## src/hdl/ufb_regs.svh

```systemverilog
// register addresses, field positions, reset values and counts of the serial channel
`ifndef UFB_REGS_SVH
`define UFB_REGS_SVH
`define UFB_ADDR_CTRL     8'h9b
`define UFB_ADDR_DATA     8'h9c
`define UFB_ADDR_RLD_LO   8'h9d
`define UFB_ADDR_RLD_HI   8'hbb
`define UFB_CTRL_RI       0
`define UFB_CTRL_TI       1
`define UFB_CTRL_RB8      2
`define UFB_CTRL_TB8      3
`define UFB_CTRL_REN      4
`define UFB_CTRL_FILT     5
`define UFB_CTRL_MODE     7
`define UFB_RLD_LO_RST    8'h00
`define UFB_RLD_HI_RST    2'h3
`define UFB_LEGACY_UPPER  2'h3
`define UFB_TMR_MAX       10'h3ff
`define UFB_SMP_FIRST     4'h6
`define UFB_SMP_SECOND    4'h7
`define UFB_SMP_LAST      4'h8
`define UFB_IDX_START     4'h0
`define UFB_IDX_NINTH     4'h9
`define UFB_IDX_STOP_A    4'ha
`define UFB_TICKS_NINE    8'ha8
`define UFB_TICKS_EIGHT   8'h98
`endif

```

## src/hdl/ufb_pkg.sv

```systemverilog
// types used by the serial channel receive state machine
`default_nettype none
package ufb_pkg;
    typedef enum logic {UFB_IDLE, UFB_RECV} ufb_rx_state_type;
endpackage
`default_nettype wire

```

## src/hdl/ufb_top.sv

```systemverilog
// receive address filter and dedicated baud generator of the second serial channel
// Functional notes
// filter on in 9-bit mode: flag only when received ninth bit is 1
// address bytes carry ninth bit 1, data bytes carry ninth bit 0
// addressed slave clears filter enable, sets it again after the message
// filter on in 8-bit mode: flag only with a high stop bit
// legacy generator: free 8-bit timer at half clock, reload on overflow
// timer starts only after software writes the low reload register
// legacy bit rate is clock over 32 times (256 minus reload)
// new generator: free 10-bit timer at half clock, low 8 bits reloaded
// upper two timer bits reload from bits 0 and 1 of high register
// writing low reload register reloads the 10-bit timer at once
// new bit rate is clock over 32 times (1024 minus reload)
// reset: low reload zero, two used high bits read as ones
// format select 0 gives 9-bit frames, 1 gives 8-bit frames
// final shift loads data, ninth bit, flag only if flag clear and filter passes
// flag set mid stop bit, stays set until software clears it
`include "ufb_regs.svh"
`default_nettype none
module ufb_top #(
    parameter bit LEGACY_GEN = 1'b0
) (
    input  wire logic       ref_clk,
    input  wire logic       rst_n,
    input  wire logic [7:0] sfr_addr,
    input  wire logic [7:0] sfr_wdata,
    input  wire logic       sfr_wr,
    input  wire logic       sfr_rd,
    output logic      [7:0] sfr_rdata_q,
    input  wire logic       rxd,
    output logic            rx_out_valid,
    output logic      [8:0] rx_out_data,
    input  wire logic       rx_out_ready
);
    logic [7:0] rld_lo_q;
    logic [1:0] rld_hi_q;
    logic [9:0] tmr_q;
    logic       running_q;
    logic       half_q;
    logic       ovf;
    logic [9:0] reload_val;
    logic [9:0] reload_new;
    logic       wr_ctrl, wr_lo, wr_hi;
    logic       mode_q, filt_q, ren_q, tb8_q, ti_q, ri_q, rx_ninth_q;
    logic [7:0] rx_data_q;
    ufb_pkg::ufb_rx_state_type st_q;
    logic [3:0] div_q;
    logic [3:0] bit_q;
    logic [1:0] vote_q;
    logic [8:0] sh_q;
    logic       rxd_prev_q;
    logic       vote;
    logic       decide;
    logic       final_bit;
    logic       nin;
    logic [7:0] dat;
    logic       load;
    logic       buf_ready;
    logic       sw_clr_ri;

    function automatic logic majority(input logic a, input logic b, input logic c);
        majority = (a & b) | (a & c) | (b & c);
    endfunction

    assign wr_ctrl = sfr_wr && (sfr_addr == `UFB_ADDR_CTRL);
    assign wr_lo   = sfr_wr && (sfr_addr == `UFB_ADDR_RLD_LO);
    assign wr_hi   = sfr_wr && (sfr_addr == `UFB_ADDR_RLD_HI);
    assign sw_clr_ri = wr_ctrl && !sfr_wdata[`UFB_CTRL_RI];

    // legacy timer is the 10-bit one with its top bits pinned, so 1024-(768+r) = 256-r
    assign reload_val = LEGACY_GEN ? {`UFB_LEGACY_UPPER, rld_lo_q} : {rld_hi_q, rld_lo_q};
    assign reload_new = LEGACY_GEN ? {`UFB_LEGACY_UPPER, sfr_wdata} : {rld_hi_q, sfr_wdata};
    assign ovf = running_q && half_q && (tmr_q == `UFB_TMR_MAX);

    always_ff @(posedge ref_clk or negedge rst_n) begin
        if (!rst_n) begin
            rld_lo_q <= `UFB_RLD_LO_RST;
            rld_hi_q <= `UFB_RLD_HI_RST;
        end else begin
            if (wr_lo) begin
                rld_lo_q <= sfr_wdata;
            end
            if (wr_hi) begin
                rld_hi_q <= sfr_wdata[1:0];
            end
        end
    end

    always_ff @(posedge ref_clk or negedge rst_n) begin
        if (!rst_n) begin
            tmr_q     <= '0;
            running_q <= 1'b0;
            half_q    <= 1'b0;
        end else begin
            half_q <= ~half_q;
            if (wr_lo) begin
                tmr_q     <= reload_new;
                running_q <= 1'b1;
                half_q    <= 1'b0;
            end else if (running_q && half_q) begin
                // one overflow per sixteenth of a bit: rate = clk / (32 * (N - reload))
                tmr_q <= (tmr_q == `UFB_TMR_MAX) ? reload_val : tmr_q + 10'h001;
            end
        end
    end

    // sample point decision
    assign vote      = majority(vote_q[1], vote_q[0], rxd);
    assign decide    = (st_q == ufb_pkg::UFB_RECV) && ovf && (div_q == `UFB_SMP_LAST);
    assign final_bit = mode_q ? (bit_q == `UFB_IDX_NINTH) : (bit_q == `UFB_IDX_STOP_A);
    assign nin       = mode_q ? vote : sh_q[8];
    assign dat       = mode_q ? sh_q[8:1] : sh_q[7:0];
    // a full buffer is treated like a pending flag: the frame is dropped, not overwritten
    assign load      = decide && final_bit && !ri_q && buf_ready
                       && (!filt_q || nin);

    always_ff @(posedge ref_clk or negedge rst_n) begin
        if (!rst_n) begin
            st_q       <= ufb_pkg::UFB_IDLE;
            div_q      <= '0;
            bit_q      <= '0;
            vote_q     <= '0;
            sh_q       <= '0;
            rxd_prev_q <= 1'b1;
        end else if (ovf) begin
            rxd_prev_q <= rxd;
            unique case (st_q)
                ufb_pkg::UFB_IDLE: begin
                    if (ren_q && rxd_prev_q && !rxd) begin
                        st_q  <= ufb_pkg::UFB_RECV;
                        div_q <= '0;
                        bit_q <= `UFB_IDX_START;
                        sh_q  <= '1;
                    end
                end
                ufb_pkg::UFB_RECV: begin
                    div_q <= div_q + 4'h1;
                    if (div_q == `UFB_SMP_FIRST || div_q == `UFB_SMP_SECOND) begin
                        vote_q <= {vote_q[0], rxd};
                    end
                    if (decide) begin
                        bit_q <= bit_q + 4'h1;
                        if (bit_q == `UFB_IDX_START && vote) begin
                            st_q <= ufb_pkg::UFB_IDLE;
                        end else if (final_bit) begin
                            st_q <= ufb_pkg::UFB_IDLE;
                        end else if (bit_q != `UFB_IDX_START) begin
                            sh_q <= {vote, sh_q[8:1]};
                        end
                    end
                end
            endcase
        end
    end

    always_ff @(posedge ref_clk or negedge rst_n) begin
        if (!rst_n) begin
            mode_q <= 1'b0;
            filt_q <= 1'b0;
            ren_q  <= 1'b0;
            tb8_q  <= 1'b0;
            ti_q   <= 1'b0;
        end else if (wr_ctrl) begin
            mode_q <= sfr_wdata[`UFB_CTRL_MODE];
            filt_q <= sfr_wdata[`UFB_CTRL_FILT];
            ren_q  <= sfr_wdata[`UFB_CTRL_REN];
            tb8_q  <= sfr_wdata[`UFB_CTRL_TB8];
            ti_q   <= sfr_wdata[`UFB_CTRL_TI];
        end
    end

    // hardware set wins over a software clear in the same cycle
    always_ff @(posedge ref_clk or negedge rst_n) begin
        if (!rst_n) begin
            ri_q       <= 1'b0;
            rx_ninth_q <= 1'b0;
            rx_data_q  <= '0;
        end else if (load) begin
            ri_q       <= 1'b1;
            rx_ninth_q <= nin;
            rx_data_q  <= dat;
        end else if (wr_ctrl) begin
            ri_q       <= sfr_wdata[`UFB_CTRL_RI];
            rx_ninth_q <= sfr_wdata[`UFB_CTRL_RB8];
        end
    end

    always_ff @(posedge ref_clk or negedge rst_n) begin
        if (!rst_n) begin
            sfr_rdata_q <= '0;
        end else if (sfr_rd) begin
            unique case (sfr_addr)
                `UFB_ADDR_CTRL:   sfr_rdata_q <= {mode_q, 1'b0, filt_q, ren_q, tb8_q,
                                                  rx_ninth_q, ti_q, ri_q};
                `UFB_ADDR_DATA:   sfr_rdata_q <= rx_data_q;
                `UFB_ADDR_RLD_LO: sfr_rdata_q <= rld_lo_q;
                `UFB_ADDR_RLD_HI: sfr_rdata_q <= {6'h00, rld_hi_q};
                default:          sfr_rdata_q <= '0;
            endcase
        end else begin
            sfr_rdata_q <= '0;
        end
    end

    ufb_skid_buf #(.W(9)) u_buf (
        .ref_clk   (ref_clk),
        .rst_n     (rst_n),
        .in_valid  (load),
        .in_data   ({nin, dat}),
        .in_ready  (buf_ready),
        .out_valid (rx_out_valid),
        .out_data  (rx_out_data),
        .out_ready (rx_out_ready)
    );

    // helper state for the checks
    logic        lo_seen_q, hi_seen_q, gap_ok_q;
    logic [11:0] gap_q;
    logic [7:0]  frm_ticks_q;
    always_ff @(posedge ref_clk or negedge rst_n) begin
        if (!rst_n) begin
            lo_seen_q   <= 1'b0;
            hi_seen_q   <= 1'b0;
            gap_q       <= '0;
            gap_ok_q    <= 1'b0;
            frm_ticks_q <= '0;
        end else begin
            lo_seen_q <= lo_seen_q | wr_lo;
            hi_seen_q <= hi_seen_q | wr_hi;
            // ticks since the start edge, counted apart from the bit counters
            frm_ticks_q <= (ovf && st_q == ufb_pkg::UFB_IDLE) ? 8'h00 : frm_ticks_q + {7'h00, ovf};
            gap_q     <= (ovf || wr_lo) ? 12'h000 : gap_q + 12'h001;
            gap_ok_q  <= (wr_lo || wr_hi) ? 1'b0 : (ovf ? 1'b1 : gap_ok_q);
        end
    end

    AST_FILT_NINTH: assert property (@(posedge ref_clk) disable iff (!rst_n)
        $rose(ri_q) && !$past(wr_ctrl) && !mode_q && filt_q |-> rx_ninth_q)
        else $error("9-bit frame flagged with ninth bit low");
    AST_FILT_STOP: assert property (@(posedge ref_clk) disable iff (!rst_n)
        $rose(ri_q) && !$past(wr_ctrl) && mode_q && filt_q |-> rx_ninth_q)
        else $error("8-bit frame flagged without valid stop bit");
    AST_NO_START: assert property (@(posedge ref_clk) disable iff (!rst_n)
        !lo_seen_q |-> !running_q && !ovf)
        else $error("baud timer ran before low reload write");
    AST_WR_RELOAD: assert property (@(posedge ref_clk) disable iff (!rst_n)
        wr_lo && !LEGACY_GEN |=> tmr_q == {rld_hi_q, $past(sfr_wdata)} && running_q)
        else $error("low reload write did not reload timer");
    AST_OVF_RELOAD: assert property (@(posedge ref_clk) disable iff (!rst_n)
        ovf && !wr_lo && !wr_hi |=> tmr_q == reload_val)
        else $error("overflow reload value wrong");
    AST_RESET_VAL: assert property (@(posedge ref_clk) disable iff (!rst_n)
        (!lo_seen_q |-> rld_lo_q == `UFB_RLD_LO_RST) and
        (!hi_seen_q |-> rld_hi_q == `UFB_RLD_HI_RST))
        else $error("reload register reset value wrong");
    AST_TICK_GAP: assert property (@(posedge ref_clk) disable iff (!rst_n)
        ovf && gap_ok_q && !wr_hi |-> gap_q == 12'({2'b00, ~reload_val, 1'b1}))
        else $error("baud tick spacing wrong");
    AST_RI_HOLD: assert property (@(posedge ref_clk) disable iff (!rst_n)
        ri_q && !sw_clr_ri |=> ri_q)
        else $error("receive flag dropped without software clear");
    AST_NO_OVERRUN: assert property (@(posedge ref_clk) disable iff (!rst_n)
        ri_q && !sw_clr_ri |=> $stable(rx_data_q))
        else $error("receive data overwritten while flag set");
    AST_FORMAT: assert property (@(posedge ref_clk) disable iff (!rst_n)
        load |-> frm_ticks_q == (mode_q ? `UFB_TICKS_EIGHT : `UFB_TICKS_NINE))
        else $error("frame ended at wrong bit");

    COV_LOAD_A: cover property (@(posedge ref_clk) disable iff (!rst_n) load && !mode_q);
    COV_LOAD_B: cover property (@(posedge ref_clk) disable iff (!rst_n) load && mode_q);
    COV_FILTERED: cover property (@(posedge ref_clk) disable iff (!rst_n)
        decide && final_bit && filt_q && !nin);
    COV_BUF_FULL: cover property (@(posedge ref_clk) disable iff (!rst_n) !buf_ready);
endmodule
`default_nettype wire

```

## src/hdl/ufb_skid_buf.sv

```systemverilog
// two-entry buffer with valid and ready on both sides
`default_nettype none
module ufb_skid_buf #(
    parameter int W = 9
) (
    input  wire logic         ref_clk,
    input  wire logic         rst_n,
    input  wire logic         in_valid,
    input  wire logic [W-1:0] in_data,
    output logic              in_ready,
    output logic              out_valid,
    output logic [W-1:0]      out_data,
    input  wire logic         out_ready
);
    logic [W-1:0] slot_q [0:1];
    logic         v1_q;
    logic         push;
    logic         pop;

    assign push = in_valid & in_ready;
    assign pop  = out_valid & out_ready;
    assign out_data = slot_q[0];

    always_ff @(posedge ref_clk or negedge rst_n) begin
        if (!rst_n) begin
            slot_q[0] <= '0;
            slot_q[1] <= '0;
            out_valid <= 1'b0;
            v1_q      <= 1'b0;
            in_ready  <= 1'b1;
        end else begin
            if (!out_valid) begin
                if (push) begin
                    slot_q[0] <= in_data;
                    out_valid <= 1'b1;
                end
            end else if (pop) begin
                if (v1_q) begin
                    slot_q[0] <= slot_q[1];
                    if (push) begin
                        slot_q[1] <= in_data;
                    end else begin
                        v1_q     <= 1'b0;
                        in_ready <= 1'b1;
                    end
                end else if (push) begin
                    slot_q[0] <= in_data;
                end else begin
                    out_valid <= 1'b0;
                end
            end else if (push) begin
                // full: ready drops so no push lands on a held word; the receiver drops its frame meanwhile
                slot_q[1] <= in_data;
                v1_q      <= 1'b1;
                in_ready  <= 1'b0;
            end
        end
    end

    AST_NO_OVERFILL: assert property (@(posedge ref_clk) disable iff (!rst_n)
        v1_q && !pop |=> $stable(slot_q[1]))
        else $error("buffer overwrote a held word");
endmodule
`default_nettype wire

```

## config.mk

```make
export PLATFORM = sky130hd
export DESIGN_NAME = ufb_top
export DESIGN_NICKNAME = d
export VERILOG_FILES = /design/src/hdl/ufb_pkg.sv /design/src/hdl/ufb_top.sv /design/src/hdl/ufb_skid_buf.sv
export VERILOG_INCLUDE_DIRS = /design/src /design/src/hdl
export SDC_FILE = /design/constraint.sdc
export NUM_CORES = 1
export LEC_CHECK = 0
export BUFFER_PORTS_ARGS = -buffer_cell sky130_fd_sc_hd__buf_2
export CAP_MARGIN = 20
export CELL_PAD_IN_SITES_DETAIL_PLACEMENT = 1
export CELL_PAD_IN_SITES_GLOBAL_PLACEMENT = 1
export CORE_ASPECT_RATIO = 2
export CORE_UTILIZATION = 45
export CTS_BUF_LIST = sky130_fd_sc_hd__clkbuf_2 sky130_fd_sc_hd__clkbuf_4 sky130_fd_sc_hd__clkbuf_8
export DETAILED_ROUTE_END_ITERATION = 8
export PLACE_DENSITY_LB_ADDON = 0.3
export SLEW_MARGIN = 20
export SYNTH_ARGS = -nofsm -noshare
export SYNTH_HDL_FRONTEND = slang
export SYNTH_SLANG_ARGS = --single-unit
export TNS_END_PERCENT = 50
```

## constraint.sdc

```tcl
create_clock -name ref_clk -period 2.22 [get_ports ref_clk]
set_input_delay 0.444 -clock ref_clk [delete_from_list [all_inputs] [get_ports ref_clk]]
set_output_delay 0.444 -clock ref_clk [all_outputs]
set_load 0.01 [all_outputs]
```

After elaboration in Yosys (flattened, before gate mapping)

Index checks and enable logic that the tools add are counted.

Multiplexer cells: 46
Reduce and logical (&&, ||, !) cells: 31
Eq/ne operators: 18
Bitwise logic cells: 9
Add/subtract/negate cells: 3

Operator list:

| kind                                                             | number |
|---|---|
| 9-bit two-way mux                                                | 12 |
| 8-bit == test (second input constant)                            | 4 |
| 8-bit one-hot mux with 4 select lines                            | 1 |
| 10-bit two-way mux                                               | 3 |
| 1-bit two-way mux                                                | 22 |
| 9-bit one-hot mux with 2 select lines                            | 1 |
| 8-bit two-way mux                                                | 2 |
| 4-bit one-hot mux with 2 select lines                            | 2 |
| 1-bit logical AND                                                | 14 |
| 4-bit == test (second input constant)                            | 3 |
| 10-bit by 1-bit adder with 10-bit output (second input constant) | 1 |
| 10-bit == test (second input constant)                           | 1 |
| 2-bit != test (second input constant)                            | 5 |
| 4-bit by 1-bit adder with 4-bit output (second input constant)   | 2 |
| 4-bit by 3-bit == test with 1-bit output (second input constant) | 2 |
| 4-bit two-way mux                                                | 2 |
| 2-bit by 1-bit != test with 1-bit output (second input constant) | 3 |
| 2-bit AND reduction                                              | 3 |
| 3-bit AND reduction                                              | 2 |
| 6-bit AND reduction                                              | 1 |
| 2-bit nonzero test                                               | 3 |
| 1-bit AND                                                        | 5 |
| 4-bit zero test                                                  | 1 |
| 4-bit AND reduction                                              | 1 |
| other kinds (6)                                                  | 11 |

Input port bits: 22
Output and inout bits: 18
Logic and storage cells: 132
Bits in registers: 87

Depth between registers and ports, before layout

Gate-level depths: netlist of the first run.

Depth after elaboration: 13
Gate-level depth with buffers: 8
Depth with buffers taken out: 6

Modules after synthesis

Synthesis of the first run repeated with hierarchy kept, for this count alone.

Cell total of the unflattened synthesis: 397
Area, all modules: 4,379.2 um2

Modules (own cells, without submodules):

| module       | area each (um2) | sequential area each (um2) | instances | cells an instance |
|---|---|---|---|---|
| ufb_top      | 3,417.0         | 1,655.3                    | 1         | 324 |
| ufb_skid_buf | 962.2           | 526.8                      | 1         | 73 |

Least setup slack after synthesis of the first run

OpenSTA, ideal clock, no wires.

Kind: flip-flop to flip-flop
Start point: reg tmr_q[0]
End point: reg vote_q[1]
Path slack: 61 ps
Clock period less this slack: 2,159 ps
Arrival time: 2,034 ps
Cell stages (with the launch flop): 7
Setup time: 125 ps
Required time: 2,095 ps
Path buffers: 1
Cell sequence: dfrtp_1 -> ha_1 -> nand4_2 -> or4_1 -> buf_2 -> nor4b_4 -> mux2_2

Word-level cells in the longest chain between the ends: 3

Ends and longest elaborated chain:

| item                          | RTL line       | RTL |
|---|---|---|
| from (decl)                   | ufb_top.sv:37  | `logic [9:0] tmr_q;` |
| from (signal assigned)        | ufb_top.sv:97  | `tmr_q <= reload_new;` |
| from (signal assigned)        | ufb_top.sv:102 | `` tmr_q <= (tmr_q == `UFB_TMR_MAX) ? reload_val : tmr_q + 10'h001; `` |
| 10-bit == test (no line)      | --             |  |
| 1-bit logical AND             | ufb_top.sv:73  | `` assign ovf = running_q && half_q && (tmr_q == `UFB_TMR_MAX); `` |
| 3-bit AND reduction (no line) | --             |  |
| to (signal assigned)          | ufb_top.sv:139 | `vote_q <= {vote_q[0], rxd};` |
| to (decl)                     | ufb_top.sv:49  | `logic [1:0] vote_q;` |

No other way between the ends.
A chain may end at the register's enable or synchronous reset.

Worst setup path in the final report of the first run

Start point: reg tmr_q[1]
End point: reg vote_q[1]

Same word-level chain as after synthesis.

==> results of run 1 <==
## registers in the layout, summed over array words and instances, names as in the netlist, 2 cells and up
| register | count |
|---|---|
| sh_q | 9 |
| vote_q | 2 |
| sfr_rdata_q | 8 |
| div_q | 4 |
| rld_hi_q | 2 |
| u_buf.slot_q | 9 |
| rx_data_q | 8 |
| bit_q | 4 |
| u_buf.out_data | 9 |
| rld_lo_q | 8 |
| tmr_q | 10 |
## routing by layer
metal / track usage / vias to the layer above / part of all wire
met5: 0 / - / 0
met4: 0.1009 / 0 / 0.028
met3: 0.03408 / 20 / 0.020
met2: 0.4743 / 66 / 0.59
met1: 0.2671 / 1943 / 0.37
li1: - / 1746 / -
## cell usage in the layout (no fill, tap or decap), types with 3 or more instances in the layout
cell type,Yosys,layout
a211oi_1,10,10
nand2b_1,11,11
and3_1,5,5
nand3_1,21,21
dfrtp_1,83,83
nand4b_1,6,6
and4b_1,3,3
o31ai_1,9,9
a31oi_1,14,14
clkbuf_8,0,9
nor2_1,16,16
buf_4,10,31
dfstp_2,4,4
nor2b_1,3,3
nor3_1,4,4
a21oi_1,11,11
nand2_1,35,35
o22ai_1,8,8
or4_1,4,4
mux2i_1,14,14
mux2_4,6,6
o21bai_1,9,9
o21ai_0,11,11
ha_1,6,5
clkinv_4,0,3
mux2_2,43,43
o211ai_1,4,4
a22oi_1,8,8
and2_1,3,3
buf_2,8,38
inv_1,13,13
nor4_1,6,6
## final cells by class
class	count	area share
sequential	87	0.4023
inverter	13	0.008997
multi-input combinational	310	0.4369
clock buffer	10	0.02422
clock inverter	6	0.01292
timing repair buffer	71	0.08351
tap	135	0.03114
## power by group
part           switching [W]  total, W  leakage [nW]  internal, W
logic               0.000316  0.000515          1.33     0.000199
clock network       0.000608   0.00115         0.104     0.000541
registers           0.000103   0.00177          1.11      0.00166
## kinds of logic (layout without fill, tap and decap cells)
family                     count (synthesis)  count (layout)  share of synthesized area
and+or+nand+nor                          140             140                     0.1831
xor gates and xnor gates                   2               2                   0.003672
muxes                                     64              64                     0.1521
DFF                                       87              87                     0.4574
buffers and inverters                     44             100                    0.04642
adders and majority gates                  7               7                    0.01783
AOI/OAI and AO/OA                         97              97                     0.1395
## path summary, 6_finish.rpt
kind,start,end,depth (start not counted)
min in group asynchronous,rst_n,bit_q[3],2
min,sfr_wdata[3],rld_lo_q[3],3
max in group asynchronous,rst_n,rld_hi_q[1],3
max reg2reg,tmr_q[1],vote_q[1],5
min reg2reg,u_buf.slot_q[7],u_buf.slot_q[7],1
max,tmr_q[1],vote_q[1],5
## critical path, delay by kind of cell, from the launching register on
family        cells  cell delay [ns]
simple gates      3             1.06
fa+ha+maj         1             0.24
mux               1             0.37
flops             1             0.37
## stage by stage
stage | cell area (um^2) | TNS [ns]
after floorplan | 4771 | 0
after global placement | 5195 | 0
after detailed placement | 5195 | -0.02623
after CTS | 5406 | 0
after global routing | 5424 | -0.2374
final | 5424 | 0
## what timing repair did
action,4_1_cts,5_1_grt
hold buffers,1,0
setup buffers,0,2
endpoints found under the setup margin,0,26
gates resized for setup,0,1
endpoints found under the hold margin,14,0
==> metrics.md, run 1 <==
| Metric | Value |
|---|---|
| CTS root buf | clkbuf_8 |
| CP arrival | 2.41 ns |
| Post-Syn Area per Cell | ~11 um^2 |
| Crit-path cells | ha_2, nand4_2, or4_1, nor4b_4, mux2_2 |
| Number of distinct library cells after synthesis | 63 |
| # rows | between 50 and 60 |
| # fillers | between 1,000 and 1,500 |
| Clk pin slew, worst setup/hold paths | 0.09 ns |
| Hold Vio Cnt, Final | 0 |
| Tot Pwr | 0.003430 W |
| Final Core Density | 0.5310 |
| TritonRoute pass-1 iters | 4 |
| Seq. cell area | 2182 um^2 |
| DP Wirelength | 9.684 mm |
| Setup Crit Path Kind | reg2reg |
| Vias in the first global route | 3,987 |
| DR vias/cell | 5.973 |
| Initial antenna violation count | 0 |
| Clk Latency, worst-skew pair | about 0.38 ns |
| Post-route insts no fill | approximately 630 |
| Die W | 74.81 um |
| CTS Buffer Depth | 2 |
| Num CTS Buffers | 9 |
| Synth top area cells | dfrtp_1, mux2_2, mux2i_1 |
| Top-area cell type share of the netlist area | 0.4354 |
| Crit path largest cell delay | 0.57 ns |
| Clock Skew | 0.01126 ns |
| Final Cycle Share | 0.9661 |
| Synth area leader | dfrtp_1 |
| Multi-input logic area | 2370 um^2 |
| Total gr overflow | 0 |
| Mapped Area | ~4800 um^2 |
| Placed insts | 613 |
| Async SR Flop Fraction | 1.000 |
| Number of remaining DRC errors | 0 |
| CTS tree | built |
| WL per Instance | around 20 um |
| Crit. End Element | flop |
| Largest net degree at the start of global routing | 73 |
| Max-Cap Viols | 0 |
| Reg2reg setup slack | 0.08 ns |
| Ant diodes | 0 |
| Initial Utilization | 0.4671 |
| Worst setup margin | 0.07528 ns |
| Synth cell count leaders | dfrtp_1, mux2_2, nand2_1, nand3_1, nor2_1 |
| Mapped Cells | 441 |
| IO buf count | 39 |
| GRT Total Usage | 0.2517 |
| Crit-path max FO | 5 |
| Final Max Tran Viols | 0 |
| Worst slack at placement | -0.01329 ns |
| Worst Tran Pin Value | 0.5334 ns |
| Antenna Nets Post-Route | 0 |
| Placer Congestion | 0.8930 |
| Drt total wl | 12.68 mm |
| H-tree depth | 3 |
| Die Height | 147.6 um |
| EDFF count, synth | 0 |
| # IOs | 40 |
| DRT iter0 DRCs | 145 |
| Number of synthesized register bits | 87 |
| Pwr per Cell Area | roughly 630 nW/um^2 |
| CP max-delay cell | or4_1 |
| Leak | 2.545 nW |
| Area grow syn2layout | 13.69% |
| Sequential share of the synthesized area | 0.4574 |
| Hold Worst Slack | 0.2923 ns |
| Die area | 11,040 um^2 |
| Layout cells sized above 1 | 0.3038 |
| Clock sink count | 87 |
| First-pass GRT wire length | approximately 21 mm |
| Startpoint class of the critical path | flop |
| Vias | 3,775 |
| Synthesis warning total | 0 |
| Max Clock Freq | ~470 MHz |
| Status | complete, no violations |
| Final worst path period need | 2.145 ns |
| Core area | 10,210 um^2 |
| Net count, final | 520 |
| Synth Flop Type | dfrtp_1 |
| Most common cell in the netlist | dfrtp_1 |
| Worst min-delay path class | in2reg |
| Setup violators final | 0 |
| Max_slew headroom | 0.6411 |
| Synthesized Nets | 469 |
| VDD IR max | roughly 0.42 mV |
| Required time worst endpoint | about 2.5 ns |
(Power assumes the default switching activity.)
==> inputs of run 2 (changes only) <==
==> constraint.sdc (replaced) <==
create_clock -name ref_clk -period 2.22 [get_ports ref_clk]
set_input_delay 0.333 -clock ref_clk [delete_from_list [all_inputs] [get_ports ref_clk]]
set_output_delay 0.333 -clock ref_clk [all_outputs]
set_load 0.01 [all_outputs]
==> run 2 against run 1 <==
Net effect: critical path depth shrank 1; non-clock buffer count shrank 7; cell count shrank 1.1%; clock power grew 3%; largest power group unchanged; largest cell class unchanged; power grew 1.9%; core utilization shrank 0.22 points; clock-buffer cell count is the same; fmax grew 0.14%; routed wire length grew 2.7%; first-iteration DRC count grew 15%.
==> metrics.md, run 2 (synthesis results as in run 1) <==
| Metric | Value |
|---|---|
| Critical path buffers and inverters | 0 |
| CTS root buf | clkbuf_8 |
| Clock share of power | 0.342 |
| R2R cell count | 4 |
| DP Wirelength | between 9 and 10 mm |
| # fillers | 1,165 |
| Comb power frac | 0.144 |
| Worst hold start | sfr_wdata[3] |
| Final Max Tran Viols | 0 |
| Final Cycle Share | 0.9647 |
| Top reg by flops | tmr_q |
| Die Height | 147.6 um |
| # IOs | 40 |
| P_int | 0.002436 W |
| Crit. End Element | flop |
| Required time worst endpoint | ~2.5 ns |
| Vias in the first global route | a little over 4,000 |
| Reg2reg setup slack | 0.08 ns |
| Clock Skew | 0.007373 ns |
| Core area | 10,210 um^2 |
| Placer Congestion | between 0.9 and 1 |
| IO buf count | 39 |
| Setup Crit Path Kind | reg2reg |
| Crit-path cells | nand3_1, nor4_4, nand3_4, mux2_4 |
| Sequential share of power | 0.514 |
| WL per Instance | 20.83 um |
| Clk Latency, worst-skew pair | approximately 0.37 ns |
| Most Crowded Layer GR | met2 |
| Clk pin slew, worst setup/hold paths | approximately 0.090 ns |
| M1 GR Usage | 0.2680 |
| Number of flip-flops under the largest register name | 10 |
| First-pass GRT wire length | 21.26 mm |
| FF-to-FF End | rx_data_q[2] |
| Antenna Nets Post-Route | 0 |
| Net count, final | between 500 and 600 |
| TritonRoute pass-1 iters | 4 |
| Number of remaining DRC errors | 0 |
| Num CTS Buffers | 9 |
| Total gr overflow | 0 |
| VDD IR max | roughly 0.48 mV |
| CP delay by family, top | simple AND/OR/NAND/NOR gates |
| Most frequent cells in the layout | dfrtp_1, mux2_2, buf_2 |
| Crit-path max FO | 12 |
| DRT iter0 DRCs | 167 |
| Hold Worst Slack | 0.1898 ns |
| Max_slew headroom | 0.5899 |
| Hold Path End | rld_lo_q[3] |
| Crit path largest cell delay | ~0.56 ns |
| Die W | around 75 um |
| Ant diodes | 0 |
| Pwr per Cell Area | 646.8 nW/um^2 |
| Worst min-delay path class | in2reg |
| Largest net degree at the start of global routing | 52 |
| Final worst path period need | 2.142 ns |
| Hold Vio Cnt, Final | 0 |
| GR Util met2 | 0.4878 |
| Hold path cells | 3 |
| Worst Tran Pin Value | between 0.6 and 0.7 ns |
| Clock sink count | 87 |
| Commonest non-fill, non-tap cell in the layout | dfrtp_1 |
| Setup_tns | 0 ns |
| H-tree depth | 3 |
| Die area | between 10,000 and 15,000 um^2 |
| Status | complete, no violations |
| Max-Cap Viols | 0 |
| Initial Utilization | 0.4671 |
| Critical R2R Launch | tmr_q[2] |
| Vias | 3,741 |
| Setup violators final | 0 |
| Met3 Use GR | 0.04158 |
| Max Clock Freq | 466.9 MHz |
| CTS tree | built |
| Layout cells sized above 1 | 0.2939 |
| Worst slack at placement | 0.04723 ns |
| CP max-delay cell | nor4_4 |
| Drt total wl | 13.02 mm |
| # rows | 52 |
| Worst setup margin | around 0.08 ns |
| Initial antenna violation count | 0 |
| CP arrival | 2.41 ns |
| Switching Fraction | 0.3029 |
| DR vias/cell | about 6.0 |
| GRT Total Usage | 0.2607 |
| Psw | 0.001058 W |
| CTS Buffer Depth | 2 |
| Startpoint class of the critical path | flop |
| Area grow syn2layout | 13.22% |
| Leak | 2.517 nW |
==> run 2: changes by cell type in the layout (fill, tap and decap cells not counted), sizes merged <==
cell | previous run | this run
inv | 14 | 16
buf | 70 | 63
clkinv | 4 | 2
==> run 2: area by class of cell <==
type,instances,area (um^2),area share
clock buffer,10,137.6,0.02548
clock inverter,6,76.32,0.01413
inverter,13,48.80,0.009034
multi-input combinational,310,2387,0.4420
sequential,87,2182,0.4040
tap,135,168.9,0.03127
timing repair buffer,64,400.4,0.07413
==> run 2: stage by stage <==
step / power, W / utilization / area (um^2) / std cells
final: 0.003494 / 0.5288 / 5401 / 625
after global routing: 0.003650 / 0.5288 / 5401 / 625
after CTS: 0.003488 / 0.5261 / 5374 / 624
after detailed placement: 0.002286 / 0.5042 / 5150 / 607
after global placement: 0.002262 / 0.5042 / 5150 / 607
after floorplan: 0.002061 / - / 4771 / 441
==> run 2: repair_timing <==
| item | 4_1_cts | 5_1_grt |
|---|---|---|
| hold endpoints to repair | 36 | 0 |
| hold buffers | 1 | 0 |
| resized for setup | 0 | 3 |
| setup buffers | 0 | 1 |
| endpoints found under the setup margin | 0 | 39 |
==> run 2: power by group through the flow <==
stage | Combinational (W) | Sequential, W | Clock, W
3_3_place_gp | 0.000461 | 0.00180 | 0
4_1_cts | 0.000485 | 0.00178 | 0.00123
3_5_place_dp | 0.000478 | 0.00181 | 0
2_1_floorplan | 0.000289 | 0.00177 | 0
6_report | 0.000504 | 0.00179 | 0.00119
5_1_grt | 0.000554 | 0.00181 | 0.00129
==> run 2: worst max path at each step <==
stage,cells after the start,start,end,slack (ns)
5_1_grt,4,tmr_q[2],rx_data_q[6],-0.002
4_1_cts,5,tmr_q[1],rx_data_q[2],0.005
2_1_floorplan,6,tmr_q[0],vote_q[1],0.06
3_3_place_gp,5,tmr_q[1],vote_q[1],0.11
3_5_place_dp,5,tmr_q[1],rx_data_q[2],0.05
6_report,4,tmr_q[2],rx_data_q[2],0.08
==> run 2: worst reg2reg max path, delay by kind of cell (launching register included) <==
family | cells | cell delay, ns
mux | 1 | 0.38
flops | 1 | 0.49
simple gates | 3 | 1.17
==> run 2: layer usage <==
layer	wire length (um)	part of all wire	vias up
li1	-	-	1729
met1	4640	0.36	1910
met2	7569	0.58	68
met3	258	0.020	34
met4	551	0.042	0
met5	0	0	-
